File: src/pic_oc_map.vh
// Behaviour
// RQ1: Odd port writes mask; even port D4:D3 00 is EOI word, 01 mode word.
// RQ2: Command words accepted any time after initialization completes.
// RQ3: Set mask bit blocks that line; clear bit lets it interrupt.
// RQ4: Mask gates request register output; masked lines still latch requests.
// RQ5: Odd port read returns the mask register.
// RQ6: Rotate, specific-level, EOI bits decode into eight commands.
// RQ7: Auto-EOI rotation rotates at acknowledge end; clear command stops it.
// RQ8: Non-specific EOI clears top in-service bit; rotating form also rotates.
// RQ9: Specific EOI clears named in-service bit; rotating form also rotates.
// RQ10: Set priority makes named line lowest; level used only by specific EOI and set priority.
// RQ11: Host writes D4 and D3 zero in the priority/EOI word.
// RQ12: Special masking changes only with its enable; lets lower interrupt.
// RQ13: Even port read returns in-service if read target set, else request.
// RQ14: Read target updates only with its enable bit; persists across reads.
// RQ15: Finishing initialization clears read target.
// RQ16: After poll, next selected read acknowledges and sets winner in-service.
// RQ17: Poll byte bit 7 flags a request, low bits give winning line.
// RQ18: Pending poll beats register read select.
// RQ19: Host polls by writing command then reading; issues EOI per request.
// RQ20: Host fully initializes before relying on polling.
// RQ21: Priority is circular, line 0 highest at init; rotation puts line last.
`ifndef PIC_OC_MAP_VH
`define PIC_OC_MAP_VH
`define PIC_D_SEL_HI 4
`define PIC_D_SEL_LO 3
`define PIC_D_ROT 7
`define PIC_D_SL 6
`define PIC_D_EOI 5
`define PIC_D_LVL_HI 2
`define PIC_D_LVL_LO 0
`define PIC_D_SPECIAL_MASKING_WRITE_EN 6
`define PIC_D_SMM 5
`define PIC_D_POLL 2
`define PIC_D_ERR 1
`define PIC_D_READ_TARGET 0
`define PIC_CMD_AROT_CLR 3'h0
`define PIC_CMD_NS_EOI 3'h1
`define PIC_CMD_NOP 3'h2
`define PIC_CMD_SP_EOI 3'h3
`define PIC_CMD_AROT_SET 3'h4
`define PIC_CMD_ROT_NS 3'h5
`define PIC_CMD_SET_PRI 3'h6
`define PIC_CMD_ROT_SP 3'h7
`define PIC_MASK_RST 8'h00
`define PIC_BASE_RST 3'h0
`define PIC_POLL_FLAG 7
`endif

File: src/pic_oc_sync.v
`timescale 1ns/1ps
// ==========================================
// Three-stage synchroniser for request pins
module pic_oc_sync (
  input wire clk_in,
  input wire reset_in,
  input wire ce_in,
  input wire [7:0] raw_in,
  output reg [7:0] level_out
);
  reg [7:0] s1_q;
  reg [7:0] s2_q;
  reg [7:0] s3_q;
  always @(posedge clk_in) begin
    if (reset_in) begin
      s1_q <= 8'h00;
      s2_q <= 8'h00;
      s3_q <= 8'h00;
      level_out <= 8'h00;
    end else if (ce_in) begin
      s1_q <= raw_in;
      s2_q <= s1_q;
      s3_q <= s2_q;
      level_out <= (s2_q & s3_q) | (level_out & (s2_q | s3_q));
    end
  end
endmodule // pic_oc_sync

File: src/pic_oc_top.v
`timescale 1ns/1ps
`include "pic_oc_map.vh"
module pic_oc_top (
  input wire clk_in,
  input wire reset_in,
  input wire ce_in,
  input wire init_done_in,
  input wire aeoi_mode_in,
  input wire cs_in,
  input wire wr_in,
  input wire rd_in,
  input wire port_select_hi_in,
  input wire [7:0] wdata_in,
  input wire [7:0] request_line_in,
  input wire inta_in,
  output reg [7:0] rdata_out,
  output reg int_out,
  output reg [2:0] ack_line_out,
  output reg ack_valid_out,
  output reg special_masking_out,
  output reg read_target_out,
  output reg poll_pending_out
);
  // ==========================================
  // Priority helpers
  // Position of line in circular order, 0 highest
  function [2:0] pic_rank;
    input [2:0] line;
    input [2:0] base;
    begin
      pic_rank = line - base;
    end
  endfunction
  // Highest-priority set bit of vec; found flag in bit 3
  function [3:0] pic_pick;
    input [7:0] vec;
    input [2:0] base;
    integer k;
    reg [2:0] cand;
    reg hit;
    begin
      hit = 1'b0;
      cand = 3'h0;
      for (k = 7; k >= 0; k = k - 1) begin
        if (vec[base + k[2:0]]) begin
          hit = 1'b1;
          cand = base + k[2:0];
        end
      end
      pic_pick = {hit, cand};
    end
  endfunction
  function [7:0] pic_onehot;
    input [2:0] line;
    begin
      pic_onehot = 8'h01 << line;
    end
  endfunction

  // ==========================================
  // State
  reg [7:0] line_masks_q;
  reg [7:0] req_q;
  reg [7:0] isr_q;
  reg [2:0] base_q;
  reg arot_q;
  reg started_q;
  reg init_prev_q;
  reg rd_prev_q;
  reg inta_prev_q;
  wire [7:0] req_sync;

  pic_oc_sync u_sync (
    .clk_in(clk_in),
    .reset_in(reset_in),
    .ce_in(ce_in),
    .raw_in(request_line_in),
    .level_out(req_sync)
  );

  // ==========================================
  // Decode and arbitration
  wire wr_ok = cs_in & wr_in & started_q; // RQ2
  wire wr_mask = wr_ok & port_select_hi_in; // RQ1
  wire wr_even = wr_ok & ~port_select_hi_in;
  wire wr_eoi = wr_even & ~wdata_in[`PIC_D_SEL_HI]
    & ~wdata_in[`PIC_D_SEL_LO]; // RQ1
  wire wr_mode = wr_even & ~wdata_in[`PIC_D_SEL_HI]
    & wdata_in[`PIC_D_SEL_LO]; // RQ1
  wire [2:0] cmd = {wdata_in[`PIC_D_ROT], wdata_in[`PIC_D_SL],
    wdata_in[`PIC_D_EOI]}; // RQ6
  wire [2:0] lvl = wdata_in[`PIC_D_LVL_HI:`PIC_D_LVL_LO];
  wire rd_rise = cs_in & rd_in & ~rd_prev_q;
  wire inta_fall = inta_prev_q & ~inta_in;
  wire init_rise = init_done_in & ~init_prev_q;

  wire [7:0] live = req_q & ~line_masks_q; // RQ3 RQ4
  wire [3:0] top_req = pic_pick(live, base_q);
  wire [3:0] top_isr = pic_pick(isr_q, base_q);
  // In special masking an in-service line blocks only itself
  wire [7:0] eligible = special_masking_out ? (live & ~isr_q) : live; // RQ12
  wire [3:0] top_elig = pic_pick(eligible, base_q);
  wire win = top_elig[3] & (special_masking_out | ~top_isr[3] |
    (pic_rank(top_elig[2:0], base_q) < pic_rank(top_isr[2:0], base_q)));

  reg [7:0] isr_d;
  reg [2:0] base_d;
  reg arot_d;
  always @* begin
    isr_d = isr_q;
    base_d = base_q;
    arot_d = arot_q;
    if (wr_eoi) begin
      case (cmd) // RQ6
        `PIC_CMD_AROT_CLR: arot_d = 1'b0; // RQ7
        `PIC_CMD_AROT_SET: arot_d = 1'b1; // RQ7
        `PIC_CMD_NS_EOI: isr_d = isr_q & ~pic_onehot(top_isr[2:0]); // RQ8
        `PIC_CMD_ROT_NS: begin
          if (top_isr[3]) begin
            isr_d = isr_q & ~pic_onehot(top_isr[2:0]); // RQ8
            base_d = top_isr[2:0] + 3'h1; // RQ21
          end
        end
        `PIC_CMD_SP_EOI: isr_d = isr_q & ~pic_onehot(lvl); // RQ9
        `PIC_CMD_ROT_SP: begin
          isr_d = isr_q & ~pic_onehot(lvl); // RQ9
          base_d = lvl + 3'h1; // RQ21
        end
        `PIC_CMD_SET_PRI: base_d = lvl + 3'h1; // RQ10
        default: ;
      endcase
    end
    // Poll read acknowledges the winner
    if (rd_rise && poll_pending_out && win) begin
      isr_d = isr_d | pic_onehot(top_elig[2:0]); // RQ16
    end else if (inta_fall && ack_valid_out) begin
      if (aeoi_mode_in) begin
        if (arot_q) begin
          base_d = ack_line_out + 3'h1; // RQ7
        end
      end else begin
        isr_d = isr_d | pic_onehot(ack_line_out);
      end
    end
  end

  // ==========================================
  // Registers
  always @(posedge clk_in) begin
    if (reset_in) begin
      line_masks_q <= `PIC_MASK_RST;
      req_q <= 8'h00;
      isr_q <= 8'h00;
      base_q <= `PIC_BASE_RST;
      arot_q <= 1'b0;
      started_q <= 1'b0;
      init_prev_q <= 1'b0;
      rd_prev_q <= 1'b0;
      inta_prev_q <= 1'b0;
      rdata_out <= 8'h00;
      int_out <= 1'b0;
      ack_line_out <= 3'h0;
      ack_valid_out <= 1'b0;
      special_masking_out <= 1'b0;
      read_target_out <= 1'b0;
      poll_pending_out <= 1'b0;
    end else if (ce_in) begin
      init_prev_q <= init_done_in;
      rd_prev_q <= cs_in & rd_in;
      inta_prev_q <= inta_in;
      req_q <= req_sync; // RQ4
      isr_q <= isr_d;
      base_q <= base_d;
      arot_q <= arot_d;
      int_out <= win & ~poll_pending_out; // RQ3
      if (init_rise) begin
        started_q <= 1'b1;
        read_target_out <= 1'b0; // RQ15
        base_q <= `PIC_BASE_RST; // RQ21
        poll_pending_out <= 1'b0;
      end
      if (wr_mask) begin
        line_masks_q <= wdata_in; // RQ1
      end
      if (wr_mode) begin
        if (wdata_in[`PIC_D_SPECIAL_MASKING_WRITE_EN]) begin
          special_masking_out <= wdata_in[`PIC_D_SMM]; // RQ12
        end
        if (wdata_in[`PIC_D_ERR] && !init_rise) begin
          read_target_out <= wdata_in[`PIC_D_READ_TARGET]; // RQ14
        end
        if (wdata_in[`PIC_D_POLL]) begin
          poll_pending_out <= 1'b1;
        end
      end
      if (inta_in && !inta_prev_q) begin
        ack_valid_out <= win;
        ack_line_out <= top_elig[2:0];
      end
      if (rd_rise) begin
        if (poll_pending_out) begin
          // A poll written in the same cycle stays armed
          poll_pending_out <= wr_mode & wdata_in[`PIC_D_POLL];
          rdata_out <= {win, 4'h0, top_elig[2:0]}; // RQ16 RQ17 RQ18
        end else if (port_select_hi_in) begin
          rdata_out <= line_masks_q; // RQ5
        end else begin
          rdata_out <= read_target_out ? isr_q : req_q; // RQ13
        end
      end
    end
  end
endmodule // pic_oc_top

File: config.mk
export PLATFORM = sky130hd
export DESIGN_NAME = pic_oc_top
export DESIGN_NICKNAME = d
export VERILOG_FILES = /design/src/pic_oc_sync.v /design/src/pic_oc_top.v
export VERILOG_INCLUDE_DIRS = /design/src /design/src/src
export SDC_FILE = /design/constraint.sdc
export NUM_CORES = 1
export LEC_CHECK = 0
export ABC_AREA = 1
export BUFFER_PORTS_ARGS = -buffer_cell sky130_fd_sc_hd__clkbuf_2
export CORE_UTILIZATION = 39
export CTS_BUF_LIST = sky130_fd_sc_hd__clkbuf_8
export DETAILED_ROUTE_END_ITERATION = 8
export MAX_ROUTING_LAYER = met4
export PLACE_DENSITY_LB_ADDON = 0.08
export RECOVER_POWER = 50
export SLEW_MARGIN = 20
export SYNTH_ARGS = -nofsm -noshare
export SYNTH_HDL_FRONTEND = slang
export SYNTH_HIERARCHICAL = 1
export SYNTH_SLANG_ARGS = --single-unit
File: constraint.sdc
create_clock -name clk_in -period 6.25 [get_ports clk_in]
set_input_delay 0.3125 -clock clk_in [delete_from_list [all_inputs] [get_ports clk_in]]
set_output_delay 0.3125 -clock clk_in [all_outputs]
set_load 0.02 [all_outputs]
* Word-level counts from Yosys, hierarchy flattened
Index checks and enable logic that the tools add are counted.
** Word-level totals
- Flip-flop bits (word level) :: 80
- Input bits :: 26
- Output and inout bits :: 16
- Logic and storage cells :: 197
** Operators by class
- Add/subtract/negate cells :: 12
- Order comparisons :: 9
- Equality and inequality tests :: 6
- Shift-type cells :: 4
- Muxes and demuxes :: 91
- Bitwise operators :: 38
- Reductions and logical operators :: 17
** Operators with widths (number)
- $mux 8 :: 9
- $mux 3 :: 23
- $and 8x8->8 :: 6
- $bmux 1 s3 :: 16
- $mux 1 :: 40
- $lt 3x4->1 const B :: 8
- $not 8->8 :: 4
- $or 8x8->8 :: 4
- $shl 1x3->8 const A :: 4
- $pmux 8 s3 :: 1
- $and 1x1->1 :: 14
- $add 3x1->3 const B :: 4
- $add 3x3->3 const B :: 4
- $eq 3x3->1 const B :: 4
- $not 1->1 :: 8
- $reduce_and 2->1 :: 4
- $add 3x2->3 const B :: 2
- $pmux 3 s2 :: 1
- $reduce_and 3->1 :: 2
- $sub 3x3->3 :: 2
- $logic_and 1x1->1 :: 5
- $reduce_or 2->1 :: 2
- $eq 3x1->1 const B :: 1
- $eq 3x2->1 const B :: 1
- 6 further kinds :: 8

* Logic depth before layout (Yosys ltp)
Gate-level depths: netlist of the first run.
- Word-level depth :: 21
- Depth in mapped cells :: 32
- Depth with buffers taken out :: 29

* By module
Netlist of the first run, hierarchy kept.
** By module, submodules not included
- pic_oc_top :: instances 1, cells an instance 690, area each 4336.7 µm², seq. area each 960.9 µm²
- pic_oc_sync :: instances 1, cells an instance 163, area each 1281.2 µm², seq. area each 640.6 µm²

* Least setup slack after synthesis of the first run
OpenSTA, ideal clock, no wires.
- Path type :: reg2reg
- Start point :: register base_q[1]
- End point :: register base_q[1]
- Setup time :: 0.132 ns
- Arrival :: 4.177 ns
- Data required time :: 6.118 ns
- Slack :: 1.941 ns
- Cell stages (with the launch flop) :: 30
- Buffers on the path :: 4
- Period minus slack after synthesis :: 4.309 ns
- Cells stage by stage :: dfxtp_1 buf_4 inv_1 buf_2 ha_1 buf_2 buf_2 nand3_1 nand3_1 nand2_2 o21ai_1 nand2_1 nand2_1 nand2_1 nand2_1 nand2_1 nand2_2 inv_2 ha_1 fa_1 xor2_1 ha_1 a21oi_1 a21oi_1 o21ai_4 nand3_4 nand2_2 or2_1 nand3_1 a21oi_1
** Between the ends
- Cells in the longest elaborated chain, start to end :: 20
- Elaborated cells on any way between the ends :: 88
- Those cells by class :: 10 x add/sub; 1 x order compare; 72 x mux; 4 x bitwise; 1 x reduce/logical
** RTL lines
- from (decl) :: RTL line pic_oc_top.v:65 : reg [2:0] base_q;
- from (signal assigned) :: RTL line pic_oc_top.v:154 : base_q <= `PIC_BASE_RST;
- from (signal assigned) :: RTL line pic_oc_top.v:173 : base_q <= base_d;
- from (signal assigned) :: RTL line pic_oc_top.v:179 : base_q <= `PIC_BASE_RST;
- $add 3x3->3 :: RTL line pic_oc_top.v:45, pic_oc_top.v:47
- $bmux 1 s3 :: RTL line pic_oc_top.v:45 : if (vec[base + k[2:0]]) begin
- $mux 1 (implied by the code) :: RTL line pic_oc_top.v:45
- $mux 3 (8 in a row) :: RTL line pic_oc_top.v:45
- $add 3x1->3 :: RTL line pic_oc_top.v:121 : base_d = top_isr[2:0] + 3'h1;
- $mux 3 :: RTL line pic_oc_top.v:119 : if (top_isr[3]) begin
- $pmux 3 s2 :: RTL line pic_oc_top.v:114 : case (cmd)
- $mux 3 :: RTL line pic_oc_top.v:113 : if (wr_eoi) begin
- $mux 3 :: RTL line pic_oc_top.v:138 : if (arot_q) begin
- $mux 3 :: RTL line pic_oc_top.v:137 : if (aeoi_mode_in) begin
- $mux 3 :: RTL line pic_oc_top.v:136 : end else if (inta_fall && ack_valid_out) begin
- $mux 3 * :: RTL line pic_oc_top.v:134 : if (rd_rise && poll_pending_out && win) begin
- $mux 3 * :: RTL line pic_oc_top.v:176 : if (init_rise) begin
Every way passes the cells marked *; elsewhere a longest branch is shown, timed or not. The select of a mux whose other input is x is not followed.
A chain may end at the register's enable or synchronous reset.

* Final worst setup path of the first run
- Start point :: register base_q[1]
- End point :: register base_q[0]
The elaborated chain is that of the path after synthesis.

==> results of run 1 <==
cells in the mapped netlist (7+ instances only):
master | instances | share of area [%]
a21oi_1 | 81 | 7.2
a31oi_1 | 7 | 0.78
buf_6 | 12 | 2.4
clkbuf_1 | 10 | 0.67
dfxtp_1 | 80 | 29
ha_1 | 24 | 5.3
inv_1 | 84 | 5.6
inv_2 | 7 | 0.47
nand2_1 | 206 | 14
nand2_2 | 15 | 1.7
nand3_1 | 71 | 6.3
nand4_1 | 13 | 1.4
nor2_1 | 86 | 5.7
nor2_2 | 7 | 0.78
nor3_1 | 7 | 0.62
o211ai_1 | 9 | 1.2
o21ai_0 | 56 | 5.0
o21ai_1 | 11 | 0.98
o21ai_2 | 8 | 1.2
worst max-delay path, stage by stage (launching register included):
cell,delay [ns]
dfxtp_1,0.34
inv_1,0.04
buf_4,0.19
ha_1,0.68
clkinv_1,0.45
nand2_1,0.16
o21ai_1,0.08
o21bai_1,0.24
nand2_1,0.10
o221ai_1,0.16
nand3_1,0.09
nand2_1,0.07
nand2_1,0.05
nand2_1,0.05
o21ai_0,0.23
fa_1,0.48
xnor2_1,0.15
ha_1,0.30
a21oi_1,0.06
a21oi_1,0.22
o21ai_4,0.10
nand3_4,0.18
nand2_2,0.11
o21ai_0,0.16
inv_1,0.05
nand2_1,0.10
a21oi_1,0.07
metal layers:
metal,global-route usage [%],wire (um),up-vias
met4,11.5,529,0
li1,-,-,2864
met1,36.6,8720,2635
met2,37.6,7380,190
met3,3.51,1060,30
met5,-,0,-
report_power, final:
part,internal [mW],leakage [nW],switching [mW]
clock,0.148,0.0915,0.206
sequential,0.529,0.653,0.0144
combinational,0.0622,1.93,0.139
stage by stage:
| step | utilization (%) | cell area [sq um] | total power, mW | cells | setup slack [ns] |
|---|---|---|---|---|---|
| 2_1_floorplan | - | 5620 | 0.698 | 853 | 1.94 |
| 3_3_place_gp | 41.7 | 5840 | 0.755 | 1047 | 1.31 |
| 3_5_place_dp | 41.7 | 5840 | 0.757 | 1047 | 1.18 |
| 4_1_cts | 43.0 | 6020 | 1.12 | 1063 | 1.18 |
| 5_1_grt | 42.8 | 5990 | 1.16 | 1063 | 0.632 |
| 6_report | 42.8 | 5990 | 1.10 | 1063 | 1.11 |
logic make-up (layout without fill, tap and decap cells):
group	Yosys count	in the layout	share of synthesized area [%]
AO/OA/AOI/OAI	188	188	19.0
adder cells (fa/ha/maj)	26	26	6.06
XOR/XNOR	5	5	1.38
buffers and inverters	128	158	11.0
AND/OR/NAND/NOR	426	426	34.1
flip-flops	80	80	28.5
final cells by class:
class,instances,area (sq um)
fillers,1544,8000
multi-input cells,645,3400
flip-flops and latches,80,1600
inverters,96,367
well taps,180,225
repair buffers,46,219
clock buffers,9,124
clock inverters,7,55.1
worst min path at each step:
| stage | cells after the start | slack (ns) | to | startpoint |
|---|---|---|---|---|
| finish | 3 | 0.17 | u_sync/s1_q[2]$_SDFFE_PP0P_ | request_line_in[2] |
| CTS | 3 | 0.15 | u_sync/s1_q[1]$_SDFFE_PP0P_ | request_line_in[1] |
| detailed placement | 2 | 0.46 | u_sync/level_out[7]$_SDFFE_PP0P_ | u_sync/s3_q[7]$_SDFFE_PP0P_ |
| global placement | 2 | 0.44 | u_sync/level_out[7]$_SDFFE_PP0P_ | u_sync/s3_q[7]$_SDFFE_PP0P_ |
| floorplan | 1 | 0.42 | read_target_out$_SDFFE_PP0P_ | wdata_in[1] |
| global route | 3 | 0.16 | u_sync/s1_q[7]$_SDFFE_PP0P_ | request_line_in[7] |
flip-flops by register name, summed over array words and instances (netlist names), 8 cells and up:
signal and cells:
req_q 8, line_masks_q 8, u_sync/level_out 8, u_sync/s2_q 8
isr_q 8, u_sync/s3_q 8, rdata_out 8, u_sync/s1_q 8
==> qor.txt, run 1 <==
Port Buffers: 41
Die X-Extent: 122 um
Worst R2R End: base_q[0]$_SDFFE_PP0P_
Placer Congestion: 1.05
H-tree depth reported by CTS: 3
std cell rows: 43
Yosys reg bits: 80
worst-path fanout max: 16
GRT Total Usage: 26.3%
Post-Syn Instances: 853
Fmax: 195 MHz
RSZ-0062 raised after global routing: no
Slew headroom: -13.2%
cell area power density: 183 mW/mm^2
fin crit share: 82.2%
startpoint types: flip-flop
total clock sinks: 80
top_reg_cell synth: dfxtp_1
r2r setup slk: 1.11 ns
Final ANT Viol Nets: 0
die area: 0.0149 sq mm
max-cap violation count: 1
violated checks: capacitance limit, slew limit
clock skew: 0.0104 ns
Req. time, crit path: 6.42 ns
Tightest Pin Transition: 1.70 ns
yosys warns: 6
Critical Path End: base_q[0]$_SDFFE_PP0P_
Setup-failing EPs final: 0
starting density of the core: 40.2%
CTS tree: done
r2r startpoint: base_q[1]$_SDFFE_PP0P_
Longest Clk Path Bufs: 2
Clk Latency, worst-skew pair: 0.37 ns
Hold WC Path Type: input pin to flip-flop
die span in y: 122 um
Distinct cells, synth: 50
Syn Area/Cell: 6.59 sq um
CORE AREA: 0.0140 sq mm
commonest non-fill, non-tap cells in the layout: nand2_1, nor2_1, inv_1
Synth async-reset ratio: 0%
GR Overflow Total: 0
CP startpoint: base_q[1]$_SDFFE_PP0P_
Layout area overhead: 6.57%
Leak Pwr: 2.68 nW
share of post-route cells with drive strength above 1: 12.2%
Routed WL: 17.7 mm
Mapped Area: 0.00562 sq mm
Max VDD drop: 0.000147 V
num ports: 42
Hold WS: 0.165 ns
CTS resizes: 0
Worst Setup End Kind: flip-flop
status: complete, but fails checks
post-CTS setup buffer count: 0
clock root buffer: clkbuf_8
Via Count: 5719
DRT iter0 DRCs: 542
n_diodes: 0
Syn Nets: 905
Tmin final: 5.14 ns
vias in the first global route: 5344
fin. max-slew vios: 30
clock slew at reported path FFs: 0.09 ns
register area share after synthesis: 28.5%
CP arrival: 5.31 ns
cts bufs inserted: 9
R2R cell count: 26
final hold violations: 0
CTS hold repair buffers: 0
DRC: 0
Nets: 930
number of flops mapped to enable cells by yosys: 0
largest net degree at the start of global routing: 58
CP Class: flip-flop to flip-flop
Pre-Repair DR Iteration Count: 5
initial antenna violation count: 0
commonest non-fill, non-tap cell in the layout: nand2_1
TNS Setup: 0 ns
global-route wire length before repair: 28.6 mm
Avg WL per Cell: 16.6 um
dpl hpwl: 13.5 mm
Avg Vias per Cell: 5.38
Power figures use the tool's default switching activity.
==> run 2, diff against run 1 <==
==> constraint.sdc (replaced) <==
create_clock -name clk_in -period 4.2 [get_ports clk_in]
set_input_delay 0.21 -clock clk_in [delete_from_list [all_inputs] [get_ports clk_in]]
set_output_delay 0.21 -clock clk_in [all_outputs]
set_load 0.02 [all_outputs]
==> run 2 against run 1 <==
Against the previous run: the run now ends clean; sequential cell count is the same; maximum frequency grew 30%; sequential share of layout area shrank 1.6 points; core utilization grew 3.0 points; critical path depth is the same; critical endpoint is now base_q[1]$_SDFFE_PP0P_; largest power group unchanged.
==> qor.txt, run 2 (synthesis results as in run 1) <==
CP Class: flip-flop to flip-flop
num ports: 42
Placer Congestion: 0.968
DRC: 0
filler cell count: 1493
internal power: 1.19 mW
sequential share of power: 45.6%
clock root buffer: clkbuf_8
r2r startpoint: base_q[0]$_SDFFE_PP0P_
clock slew at reported path FFs: 0.10 ns
total clock sinks: 80
status: completed
Tightest Pin Transition: 0.861 ns
R2R cell count: 26
Via Count: 5783
fin crit share: 94.2%
Die X-Extent: 122 um
max-cap violation count: 0
startpoint types: flip-flop
Hold EP: u_sync/s1_q[5]$_SDFFE_PP0P_
Comb power frac: 19.2%
worst-path fanout max: 10
largest net degree at the start of global routing: 57
DRT iter0 DRCs: 421
Final Instance Area: 0.00641 sq mm
Setup-failing EPs final: 0
fin. max-slew vios: 0
Routed WL: 18.5 mm
initial antenna violation count: 0
Cell Area, Placed: 0.00601 sq mm
Longest Clk Path Bufs: 2
cts bufs inserted: 9
area of the multi-input gates: 0.00351 sq mm
GRT Total Usage: 26.5%
Clock power frac: 35.1%
Pre-Repair DR Iteration Count: 5
final non-filler cell total: 1094
global-route wire length before repair: 29.0 mm
Nets: 961
Port Buffers: 41
Tmin final: 3.96 ns
switching share of power: 32.9%
starting density of the core: 40.2%
worst setup margin: 0.242 ns
r2r setup slk: 0.24 ns
Sw Pwr: 0.582 mW
# placed instances: 1069
Clk Latency, worst-skew pair: 0.37 ns
Avg Vias per Cell: 5.29
CP arrival: 4.17 ns
Layout area overhead: 14.1%
Hold WC Path Type: input pin to flip-flop
std cell rows: 43
Final ANT Viol Nets: 0
commonest non-fill, non-tap cells in the layout: nand2_1, nor2_1, inv_1
Fmax: 253 MHz
dpl hpwl: 14.2 mm
Worst Setup End Kind: flip-flop
Hold Crit Start: request_line_in[5]
Max VDD drop: 0.000186 V
final hold violations: 0
hold path depth: 3
n_diodes: 0
Req. time, crit path: 4.42 ns
GR Overflow Total: 0
share of post-route cells with drive strength above 1: 18.3%
vias in the first global route: 5227
CTS tree: done
Avg WL per Cell: 16.9 um
clock skew: 0.0112 ns
CORE AREA: 0.0140 sq mm
commonest non-fill, non-tap cell in the layout: nand2_1
TNS Setup: 0 ns
die area: 0.0149 sq mm
Setup WS pre-CTS: 0.0994 ns
die span in y: 122 um
Leak Pwr: 2.86 nW
H-tree depth reported by CTS: 3
Slew headroom: 42.5%
cell area power density: 276 mW/mm^2
FF+latch area: 0.00161 sq mm
Worst R2R End: base_q[1]$_SDFFE_PP0P_
[run 2: worst max path at each step]
stage | cells after the start | slack, ns | startpoint | end
2_1_floorplan | 30 | 0.009 | base_q[1]$_SDFFE_PP0P_ | isr_q[2]$_SDFFE_PP0P_
3_3_place_gp | 26 | 0.20 | base_q[0]$_SDFFE_PP0P_ | base_q[1]$_SDFFE_PP0P_
3_5_place_dp | 25 | 0.1 | base_q[0]$_SDFFE_PP0P_ | base_q[1]$_SDFFE_PP0P_
4_1_cts | 25 | 0.06 | base_q[0]$_SDFFE_PP0P_ | base_q[1]$_SDFFE_PP0P_
5_1_grt | 26 | -0.03 | base_q[0]$_SDFFE_PP0P_ | base_q[1]$_SDFFE_PP0P_
6_report | 26 | 0.24 | base_q[0]$_SDFFE_PP0P_ | base_q[1]$_SDFFE_PP0P_
[run 2: stage by stage]
step	hold WS [ns]	power, mW	utilization (%)
after global routing	0.0661	1.86	45.8
final	0.0564	1.77	45.8
after CTS	0.0510	1.77	44.5
after detailed placement	0.441	1.15	43.0
after global placement	0.434	1.15	43.0
after floorplan	0.316	1.04	-
[run 2: worst max-delay path: stages (launching register included)]
cell,delay (ns)
dfxtp_4,0.38
inv_2,0.10
buf_8,0.15
nand4_1,0.21
nand3_2,0.16
buf_4,0.12
nand3_2,0.08
o21ai_2,0.12
inv_2,0.08
nand2_1,0.07
nand2_1,0.04
nand2_1,0.07
nand2_1,0.06
nand2_2,0.10
inv_2,0.05
ha_1,0.18
fa_1,0.37
xor2_1,0.18
ha_1,0.32
nand3_1,0.10
a21oi_2,0.19
o21ai_4,0.10
nand3_4,0.13
nand2_4,0.08
or2_1,0.22
nand3_1,0.09
a21oi_1,0.06
[run 2: power by group through the flow]
stage	registers, mW	logic, mW	clock network (mW)
2_1_floorplan	0.827	0.214	0
3_3_place_gp	0.826	0.324	0
3_5_place_dp	0.826	0.325	0
4_1_cts	0.809	0.327	0.637
5_1_grt	0.812	0.379	0.670
6_report	0.808	0.340	0.622
[run 2: timing repair]
item,in CTS,in global routing
gates resized for setup,0,39
buffers inserted,0,8
hold buffers,0,0
setup endpoints to repair,0,13
[run 2: final cells by class]
type / count / area share (%)
inverter: 96 / 5.70
clock buffer: 9 / 1.93
clock inverter: 7 / 1.33
tap: 180 / 3.51
timing repair buffer: 76 / 7.67
sequential: 80 / 25.1
multi-input combinational: 646 / 54.7
[run 2: per-layer routing]
metal | GRT usage (%) | vias up | share of wire (%)
li1 | - | 2930 | -
met1 | 38.7 | 2661 | 51
met2 | 38.7 | 176 | 43
met3 | 2.72 | 16 | 4.9
met4 | 6.56 | 0 | 1.3
met5 | - | - | 0
